File: src/pkg/qadc_regs.svh
// Register offsets, field positions, reset values and timing counts
`ifndef QADC_REGS_SVH
`define QADC_REGS_SVH

// ****************************************
// Register offsets (byte addresses)
// ****************************************
`define QADC_OFS_CTRL 4'h0
`define QADC_OFS_STATUS 4'h4
`define QADC_OFS_RESULT 4'h8
`define QADC_OFS_SAMPLE 4'hc

// ****************************************
// Field positions
// ****************************************
`define QADC_CTRL_PD_BIT 0
`define QADC_CTRL_M8_BIT 1
`define QADC_STAT_BUSY_BIT 0
`define QADC_STAT_POWER_DOWN_N_BIT 1
`define QADC_STAT_RES8_BIT 2
`define QADC_STAT_DONE_BIT 3
`define QADC_CB_START_BIT 7
`define QADC_CB_CH_MSB 6
`define QADC_CB_CH_LSB 4
`define QADC_CB_MODE_BIT 3
`define QADC_CB_SGL_BIT 2
`define QADC_CB_PD_MSB 1
`define QADC_CB_PD_LSB 0

// ****************************************
// Reset values and timing
// ****************************************
`define QADC_CTRL_RST 2'h0
`define QADC_SAMPLE_RST 12'h800
`define QADC_BITS_12 5'h0c
`define QADC_BITS_8 5'h08
`define QADC_CB_BITS 4'h8
// Fastest conversion rate in kHz, and shift-clock periods per conversion frame
`define QADC_RATE_KHZ 200
`define QADC_FRAME_CLKS 24
`define QADC_CLK_MHZ 200
// System clocks per link clock period at the top rate
`define QADC_MIN_LINK_CYC ((`QADC_CLK_MHZ*1000)/(`QADC_RATE_KHZ*`QADC_FRAME_CLKS))

`endif
File: src/pkg/qadc_pkg.sv
// Types shared by the converter serial port files
package qadc_pkg;
	typedef enum logic [2:0] {
		QADC_IDLE,
		QADC_CMD,
		QADC_CONV,
		QADC_TAIL,
		QADC_SHUT
	} qadc_state_e;

	typedef logic [11:0] qadc_word_t;
endpackage

File: src/hdl/qadc_avmm.sv
// Avalon-MM register slave of the converter serial port
`include "qadc_regs.svh"

module qadc_avmm
	import qadc_pkg::*;
(
	input wire logic clock, // System clock
	input wire logic rst, // Async reset, high
	input wire logic [3:0] address, // Byte address
	input wire logic read, // Read request
	input wire logic write, // Write request
	input wire logic [31:0] writedata, // Write data
	input wire logic [3:0] byteenable, // Byte lanes
	output logic [31:0] readdata, // Read data
	output logic waitrequest, // Stall until answered
	output logic [1:0] ctrl, // Control bits to core
	input wire logic [3:0] status, // Core status bits
	input wire qadc_word_t result, // Last result
	input wire qadc_word_t sampleIn, // Stand-in analog level
	output qadc_word_t sample, // Analog level to core
	output logic doneClr // Clears sticky done
);
	logic ackReg;
	logic [1:0] ctrl_reg;
	qadc_word_t sample_reg;
	logic [31:0] readdata_reg;
	logic selCtrl;
	logic selStat;
	logic selRes;
	logic selSmp;
	logic [31:0] rdMux;
	logic access;
	logic commit;

	// ****************************************
	// Decode
	// ****************************************
	assign access = (read || write) && !ackReg;
	// Writes land at the edge where waitrequest is seen low
	assign commit = (read || write) && ackReg;
	assign selCtrl = (address == `QADC_OFS_CTRL);
	assign selStat = (address == `QADC_OFS_STATUS);
	assign selRes = (address == `QADC_OFS_RESULT);
	assign selSmp = (address == `QADC_OFS_SAMPLE);
	// Unmapped addresses read zero and ignore writes
	assign rdMux = selCtrl ? {30'h0, ctrl_reg} :
		selStat ? {28'h0, status} :
		selRes ? {20'h0, result} :
		selSmp ? {20'h0, sample_reg} : 32'h0;
	// One wait cycle: answer on the second edge of each request
	assign waitrequest = (read || write) && !ackReg;
	assign ctrl = ctrl_reg;
	assign sample = sample_reg;
	assign readdata = readdata_reg;
	assign doneClr = access && read && selStat;

	always_ff @(posedge clock or posedge rst) begin
		if (rst) begin
			ackReg <= 1'b0;
			ctrl_reg <= `QADC_CTRL_RST;
			sample_reg <= `QADC_SAMPLE_RST;
			readdata_reg <= 32'h0;
		end else begin
			ackReg <= access;
			if (access && read)
				readdata_reg <= rdMux;
			if (commit && write && selCtrl && byteenable[0])
				ctrl_reg <= writedata[1:0];
			if (commit && write && selSmp) begin
				if (byteenable[0])
					sample_reg[7:0] <= writedata[7:0];
				if (byteenable[1])
					sample_reg[11:8] <= writedata[11:8];
			end
		end
	end
endmodule

File: src/hdl/qadc_core.sv
// Serial port and conversion sequencer of the four input converter
//
// Chosen here: the register addresses and the Avalon-MM interface to the registers.
`include "qadc_regs.svh"

// Overview of operation
// - Resolution is 8 or 12 bits, chosen by configuration each frame.
// - Inputs act as four single-ended or two differential pairs.
// - Conversions keep up to 200 kHz when the host clock allows.
// - Power-down low forces shutdown and stops all conversion activity.
// - Mode pin low forces every conversion to 12 bits.
// - Mode pin high takes resolution from the control byte bit.
// - Serial out changes on falling shift clock; released when deselected.
// - Busy is driven only while selected, released otherwise.
// - Serial input sampled on rising shift clock while selected.
// - Select frames each transfer; shift register works only when selected.
// - Host shift clock alone paces conversion steps and shifting.
module qadc_core
	import qadc_pkg::*;
(
	input wire logic clock, // System clock, 200 MHz
	input wire logic rst, // Async reset, high
	input wire logic [3:0] address, // Avalon byte address
	input wire logic read, // Avalon read
	input wire logic write, // Avalon write
	input wire logic [31:0] writedata, // Avalon write data
	input wire logic [3:0] byteenable, // Avalon byte lanes
	output logic [31:0] readdata, // Avalon read data
	output logic waitrequest, // Avalon stall
	input wire logic conversion_shift_clock, // Host shift clock pin
	input wire logic selectN, // Chip select pin, low
	input wire logic serialIn, // Serial data pin
	input wire logic power_down_n, // Shutdown pin, low
	input wire logic modePin, // Resolution mode pin
	input wire qadc_word_t analog_in_0, // Digitised level, input 0
	input wire qadc_word_t analog_in_1, // Digitised level, input 1
	input wire qadc_word_t analog_in_2, // Digitised level, input 2
	input wire qadc_word_t analog_in_3, // Digitised level, input 3
	output logic serialOut, // Serial data out
	output logic serialOutOeN, // Serial out enable, low
	output logic busyOut, // Busy level
	output logic busyOeN, // Busy enable, low
	output logic shutdown // Core in shutdown
);
	qadc_state_e state_reg;
	qadc_state_e state_next;
	logic [4:0] pinSync;
	logic sclk;
	logic selN;
	logic din;
	logic pdN;
	logic modeP;
	logic sclkPrev_reg;
	logic rise;
	logic fall;
	logic [7:0] cmd_reg;
	logic [4:0] cnt_reg;
	logic [4:0] cnt_next;
	logic res8_reg;
	qadc_word_t sar_reg;
	qadc_word_t held_reg;
	qadc_word_t trial;
	qadc_word_t result_reg;
	logic sout_reg;
	logic busy_reg;
	logic done_reg;
	logic [1:0] ctrl;
	qadc_word_t level;
	qadc_word_t regSample;
	logic doneClr;
	logic [4:0] nBits;
	logic [3:0] status;
	logic cmdDone;
	logic res8Pick;
	logic shutReq;
	logic inCmd;
	logic inConv;
	logic waitFirst;
	logic byteStart;
	logic shiftIn;
	logic trialKeep;
	logic convEnd;
	logic sarStep;
	logic busyNext;
	logic trackLevel;

	// ****************************************
	// Pin synchronisers and edge finding
	// ****************************************
	qadc_sync #(.W(5)) u_sync (
		.clock(clock),
		.rst(rst),
		.async({conversion_shift_clock, !selectN, serialIn, power_down_n,
			modePin}),
		.synced(pinSync)
	);
	assign sclk = pinSync[4];
	// Select passes inverted so the cleared flops read as deselected
	assign selN = !pinSync[3];
	assign din = pinSync[2];
	assign pdN = pinSync[1];
	assign modeP = pinSync[0];
	// Apart from select and shutdown, only the host clock edges step the sequencer
	// Edge latency of three clocks keeps up with the fastest frame rate
	assign rise = sclk && !sclkPrev_reg;
	assign fall = !sclk && sclkPrev_reg;

	// ****************************************
	// Register slave
	// ****************************************
	qadc_avmm u_regs (
		.clock(clock),
		.rst(rst),
		.address(address),
		.read(read),
		.write(write),
		.writedata(writedata),
		.byteenable(byteenable),
		.readdata(readdata),
		.waitrequest(waitrequest),
		.ctrl(ctrl),
		.status(status),
		.result(result_reg),
		.sampleIn(regSample),
		.sample(regSample),
		.doneClr(doneClr)
	);

	// ****************************************
	// Input selection
	// ****************************************
	// Bit 6 of the byte picks the odd input, bit 4 the upper pair
	function automatic qadc_word_t pickLevel(input logic [2:0] ch,
		input logic single, input qadc_word_t a0, input qadc_word_t a1,
		input qadc_word_t a2, input qadc_word_t a3);
		qadc_word_t pos;
		qadc_word_t neg;
		pos = ch[2] ? (ch[0] ? a3 : a1) : (ch[0] ? a2 : a0);
		neg = ch[2] ? (ch[0] ? a2 : a0) : (ch[0] ? a3 : a1);
		if (single)
			pickLevel = pos;
		else
			pickLevel = (pos > neg) ? 12'(pos - neg) : 12'h000;
	endfunction

	// Differential pairs are 0/1 and 2/3; a negative difference clips to zero
	assign level = pickLevel(cmd_reg[`QADC_CB_CH_MSB:`QADC_CB_CH_LSB],
		cmd_reg[`QADC_CB_SGL_BIT], analog_in_0, analog_in_1,
		analog_in_2, analog_in_3);

	// Mode pin low forces 12 bits, else the control byte picks
	// Read one place lower: the last byte bit is still in flight
	assign res8Pick = modeP &&
		cmd_reg[`QADC_CB_MODE_BIT - 1];
	assign nBits = res8_reg ? `QADC_BITS_8 : `QADC_BITS_12;
	assign trial = sar_reg | (12'h800 >> cnt_reg);
	assign cmdDone = rise && (cnt_reg == 5'({1'b0, `QADC_CB_BITS} - 5'h01));
	// Software can also hold the converter down
	assign shutReq = !pdN || ctrl[`QADC_CTRL_PD_BIT];
	assign status = {done_reg, res8_reg, shutReq, busy_reg};

	// ****************************************
	// Conversion decode
	// ****************************************
	assign inCmd = (state_reg == QADC_CMD);
	assign inConv = (state_reg == QADC_CONV);
	// Between the last command bit and the first falling edge
	assign waitFirst = inConv && (cnt_reg == 5'h00) && !fall;
	// A start bit seen in idle or right after a result opens a byte
	assign byteStart = (state_next == QADC_CMD) &&
		(state_reg == QADC_IDLE || state_reg == QADC_TAIL);
	assign shiftIn = inCmd && rise && !selN;
	// A trial bit stays when the level is at least the trial value
	assign trialKeep = (trial <= held_reg);
	assign sarStep = inConv && fall;
	assign convEnd = inConv && (state_next == QADC_TAIL);
	// The level tracks until the first falling edge after the byte, so the channel bits
	// are settled before the first trial
	assign trackLevel = inCmd || waitFirst;
	assign busyNext = (inCmd && cmdDone) || waitFirst;

	// ****************************************
	// Sequencer
	// ****************************************
	always_comb begin
		state_next = state_reg;
		cnt_next = cnt_reg;
		case (state_reg)
			QADC_SHUT: begin
				if (!shutReq)
					state_next = QADC_IDLE;
			end
			QADC_IDLE: begin
				cnt_next = 5'h00;
				// Start bit: a high on din begins the control byte
				if (!selN && rise && din) begin
					state_next = QADC_CMD;
					cnt_next = 5'h01;
				end
			end
			QADC_CMD: begin
				if (rise) begin
					cnt_next = 5'(cnt_reg + 5'h01);
					if (cmdDone) begin
						state_next = QADC_CONV;
						cnt_next = 5'h00;
					end
				end
			end
			QADC_CONV: begin
				if (fall) begin
					cnt_next = 5'(cnt_reg + 5'h01);
					if (cnt_reg == 5'(nBits - 5'h01))
						state_next = QADC_TAIL;
				end
			end
			// A high on din at the next rise starts the next byte at once
			QADC_TAIL: begin
				if (rise && !din)
					state_next = QADC_IDLE;
				else if (rise)
					state_next = QADC_CMD;
				if (rise)
					cnt_next = 5'h01;
			end
			default: state_next = QADC_IDLE;
		endcase
		// Shutdown beats select, so a frame cannot wake the converter
		if (shutReq)
			state_next = QADC_SHUT;
		else if (selN)
			state_next = QADC_IDLE;
	end

	always_ff @(posedge clock or posedge rst) begin
		if (rst) begin
			state_reg <= QADC_SHUT;
			cnt_reg <= 5'h00;
			sclkPrev_reg <= 1'b0;
		end else begin
			state_reg <= state_next;
			cnt_reg <= cnt_next;
			sclkPrev_reg <= sclk;
		end
	end

	// ****************************************
	// Shift and successive approximation
	// ****************************************
	always_ff @(posedge clock or posedge rst) begin
		if (rst) begin
			cmd_reg <= 8'h00;
			res8_reg <= 1'b0;
			sar_reg <= 12'h000;
			held_reg <= 12'h000;
			result_reg <= 12'h000;
			done_reg <= 1'b0;
		end else begin
			if (byteStart)
				cmd_reg <= 8'h01;
			else if (shiftIn)
				cmd_reg <= {cmd_reg[6:0], din};
			// Resolution is fixed for the whole frame once the byte is in
			if (inCmd && cmdDone) begin
				res8_reg <= res8Pick;
				sar_reg <= 12'h000;
			end
			if (trackLevel)
				held_reg <= level;
			// One trial bit per falling edge
			if (sarStep)
				sar_reg <= trialKeep ? trial : sar_reg;
			if (convEnd) begin
				result_reg <= trialKeep ? trial : sar_reg;
				done_reg <= 1'b1;
			end else if (doneClr)
				done_reg <= 1'b0; // set above wins over the clear
		end
	end

	// ****************************************
	// Pin drivers
	// ****************************************
	always_ff @(posedge clock or posedge rst) begin
		if (rst) begin
			sout_reg <= 1'b0;
			busy_reg <= 1'b0;
		end else begin
			// Held through the tail: the last bit stands until deselect or the next trial
			if (selN)
				sout_reg <= 1'b0;
			else if (sarStep)
				sout_reg <= trialKeep;
			busy_reg <= busyNext;
		end
	end

	// Pins released while deselected
	assign serialOut = sout_reg;
	assign serialOutOeN = selN;
	assign busyOut = busy_reg;
	assign busyOeN = selN;
	assign shutdown = (state_reg == QADC_SHUT);
endmodule

File: src/hdl/qadc_sync.sv
// Two flip-flop synchroniser for a group of pin inputs
module qadc_sync #(
	parameter int W = 1
) (
	input wire logic clock, // System clock
	input wire logic rst, // Async reset, high
	input wire logic [W-1:0] async, // Pin levels
	output logic [W-1:0] synced // Levels in clock domain
);
	logic [W-1:0] stage1_reg;
	logic [W-1:0] stage2_reg;

	always_ff @(posedge clock or posedge rst) begin
		if (rst) begin
			stage1_reg <= '0;
			stage2_reg <= '0;
		end else begin
			stage1_reg <= async;
			stage2_reg <= stage1_reg;
		end
	end

	assign synced = stage2_reg;
endmodule

File: config.mk
export PLATFORM = sky130hd
export DESIGN_NAME = qadc_core
export DESIGN_NICKNAME = d
export VERILOG_FILES = /design/src/pkg/qadc_pkg.sv /design/src/hdl/qadc_avmm.sv /design/src/hdl/qadc_core.sv /design/src/hdl/qadc_sync.sv
export VERILOG_INCLUDE_DIRS = /design/src /design/src/pkg
export SDC_FILE = /design/constraint.sdc
export NUM_CORES = 1
export LEC_CHECK = 0
export ABC_AREA = 1
export ABC_CLOCK_PERIOD_IN_PS = 2900
export BUFFER_PORTS_ARGS = -buffer_cell sky130_fd_sc_hd__clkbuf_2
export CORE_ASPECT_RATIO = 0.5
export CORE_UTILIZATION = 50
export CTS_CLUSTER_DIAMETER = 100
export DETAILED_ROUTE_END_ITERATION = 10
export MAX_ROUTING_LAYER = met4
export PLACE_DENSITY = 0.81
export SYNTH_ARGS = -nofsm -noshare
export SYNTH_HDL_FRONTEND = slang
export SYNTH_SLANG_ARGS = --single-unit
File: constraint.sdc
create_clock -name clock -period 2.9 [get_ports clock]
set_input_delay 0.435 -clock clock [delete_from_list [all_inputs] [get_ports clock]]
set_output_delay 0.435 -clock clock [all_outputs]
set_load 0.05 [all_outputs]
==> flow_summary_export.csv <==
group,metric,value,unit
status,outcome,"finished, final reports clean",
synth,synth_seq_cells,93,
clock_tree,htreeDepth,3,
drt,drtIter0Drc,390,
critical_path,cp-end-kind,"register",
finish,fillers,1005,
power,leakage,3.85,nW
critical_path,slowest_delay,0.41,ns
critical_path,crit_buf_inv,2,
floorplanning,die_w,157,um
finish,areaGrowthSynthToFinish,14.7,%
placement,gp_congestion,0.927,
critical_path,worstPathArrival,2.89,ns
drt,routed_wl,13800,um
sta,finClkSkew,0.00645,ns
synth,syn_avg_cell_area,7.07,sq um
placement,placed_cells,1092,
clock_tree,cts-root-buf,"clkbuf_16",
synth,syn_inst,855,
drt,drc,0,
global_routing,antenna_found_initial,0,
sta,fin_crit,2.61,ns
placement,dp_hpwl,10800,um
drt,vias,5569,
power,irDropWorstVdd,0.354,mV
global_routing,gr-usage-all-layers,24.3,%
critical_path,crit_type,"register to register",
critical_path,required,3.18,ns
sta,max_freq,0.383,GHz
finish,fin_cells,1108,
synth,synth_cell_type_count,41,
finish,finalInstanceArea,6930,sq um
floorplanning,core,11400,sq um
sta,fin_tns_setup,0,ns
sta,slew_headroom,44.1,%
finish,fin_nets,1072,
sta,fin_crit_sh,89.9,%
sta,setup_slack,0.292,ns
floorplanning,fp-row-count,27,
global_routing,grt_pass1_vias,5099,
clock_tree,hold_buffers,0,
critical_path,crit_slowest_cell,"dfrtp_1",
drt,ant_nets,0,
critical_path,start_kind,"register",
synth,seq_area_frac_synth,38.6,%
critical_path,critPathMostFrequentCell,"nand2_1",
floorplanning,die_h,79.7,um
drt,viasPerCell,5.03,
clock_tree,cts_sinks,93,
placement,post-place-ws,0.182,ns
clock_tree,cts.clk_slew.worst_paths,0.07,ns
placement,numPortBuffers,92,
finish,drive_above_1_share,15.7,%
sta,slew_violations,0,
clock_tree,cts_tree,"yes",
sta,rsz0062_at_grt,"no",
placement,dpl_cell_area,6600,sq um
min_path,min_path_type,"input pin to register",
floorplanning,start_util,53.1,%
synth,syn_area,6040,sq um
critical_path,crit_fanout,12,
clock_tree,clock_path_buffers,2,
global_routing,grt_pass1_wl,23400,um
global_routing,grt-ovfl-total,0,
power,powerDensity,492,nW/um^2
job,drv_cap,0,
synth,synth_warnings,0,
finish,diodes,0,
drt,wire_per_inst,12.4,um
critical_path,critPathTopFamily,"simple AND/OR/NAND/NOR gates",
critical_path,worstPathCellList,"inv_1, ha_1, nand2_1, o21bai_1, ha_1, nand2_1, inv_1, nand2_1, nand2_1, nand2_1, nand3_1, nand2_1, nand2_1, nand2_1, nand2_1, nand2_1",
global_routing,grt_start_max_net_pins,48,
sta,setup_violations,0,
sta,hold_violations,0,
sta,worst_slew_pin_slew,0.838,ns
clock_tree,cts_made_buffers,9,
clock_tree,clkLatencyLatePin,0.34,ns
floorplanning,dieArea,12600,sq um
floorplanning,io_pins,135,
drt,firstDrtPassIters,5,
==> cell usage after synthesis, drive strengths merged <==
cell type	number	area (sq um)
clkbuf	10	37.5
buf	38	268
nand3b	1	7.51
o22a	1	8.76
conb	1	3.75
nand4	9	56.3
ha	30	375
o21bai	10	75.1
mux2i	1	10.0
o21a	1	7.51
nor2	72	283
xor2	4	35.0
nor4	1	21.3
dfstp	2	52.6
o211ai	3	22.5
inv	99	372
or2	5	31.3
xnor2	2	17.5
fa	1	20.0
clkinv	1	3.75
nand3	55	298
nand2	286	1070
a31o	2	17.5
and3	1	6.26
o21ai	39	195
a31oi	11	68.8
o221ai	1	8.76
a21oi	71	355
nor3	6	35.0
dfrtp	91	2280
==> per-layer routing <==
metal | part of all wire (%) | vias up | global-route usage, %
li1 | - | 2874 | -
met1 | 48 | 2498 | 32.5
met2 | 45 | 185 | 38.6
met3 | 5.5 | 12 | 3.80
met4 | 0.88 | 0 | 6.21
met5 | 0 | - | -
==> through the flow <==
step / hold slack (ns) / total power [mW] / utilization (%)
floorplan: 0.331 / 2.01 / -
global placement: 0.332 / 2.18 / 57.9
detailed placement: 0.335 / 2.20 / 57.9
CTS: 0.185 / 3.43 / 60.7
global route: 0.183 / 3.58 / 60.9
finish: 0.192 / 3.41 / 60.9
==> cell type report <==
type	instances	area [sq um]	area share, %
Sequential cell	93	2330	33.6
Clock inverter	5	66.3	0.957
Tap cell	159	199	2.87
Clock buffer	11	253	3.65
Inverter	100	377	5.43
Timing Repair Buffer	107	589	8.50
Multi-Input combinational cell	633	3120	45.0
==> cell usage in the layout (no fill, tap or decap), types with 3 or more instances in the layout <==
master	synthesis	layout
a21oi_1	71	71
nand4_1	9	9
or2_2	4	4
xor2_1	4	4
conb_1	1	20
clkbuf_16	0	9
dfrtp_1	91	91
inv_1	93	91
nand3_1	52	52
o211ai_1	3	3
o21bai_1	10	10
nor3_1	5	5
o21ai_0	36	36
o21ai_1	3	3
ha_1	30	30
a31oi_1	11	9
inv_2	6	7
buf_4	24	13
nor2_1	69	69
nand2_1	286	286
clkbuf_2	0	92
==> worst paths after layout <==
check / startpoint / endpoint / slack [ns] / cells past startpoint
min: conversion_shift_clock / u_sync.stage1_reg[4] / 0.19 / 1
max in group asynchronous: rst / u_regs.sample[11] / 1.87 / 3
min in group asynchronous: rst / u_sync.stage1_reg[1] / 0.22 / 2
max: cnt_reg[0] / result_reg[4] / 0.29 / 16
min reg2reg: u_sync.stage1_reg[1] / u_sync.synced[1] / 0.35 / 0
max reg2reg: cnt_reg[0] / result_reg[4] / 0.29 / 16
==> kinds of logic (layout without fill, tap and decap cells) <==
| logic type | Yosys count | count (layout) | synth area share, % |
|---|---|---|---|
| and+or+nand+nor | 436 | 436 | 30.0 |
| DFF | 93 | 93 | 38.6 |
| buffers and inverters | 148 | 223 | 11.3 |
| xor gates and xnor gates | 6 | 6 | 0.870 |
| AOI/OAI and AO/OA | 139 | 139 | 12.6 |
| adders and majority gates | 31 | 31 | 6.54 |
| other | 1 | 20 | 0.0621 |
| muxes | 1 | 1 | 0.166 |
==> where the power goes <==
| part | internal, mW | switching (mW) | leakage (nW) |
|---|---|---|---|
| sequential | 1.38 | 0.0463 | 1.20 |
| combinational | 0.238 | 0.514 | 2.49 |
| clock | 0.725 | 0.503 | 0.154 |
==> timing repair <==
action,CTS,global route
gates resized for setup,0,4
buffers inserted,0,0
setup endpoints to repair,0,11
Note: power is estimated with default switching activity, not from simulation.
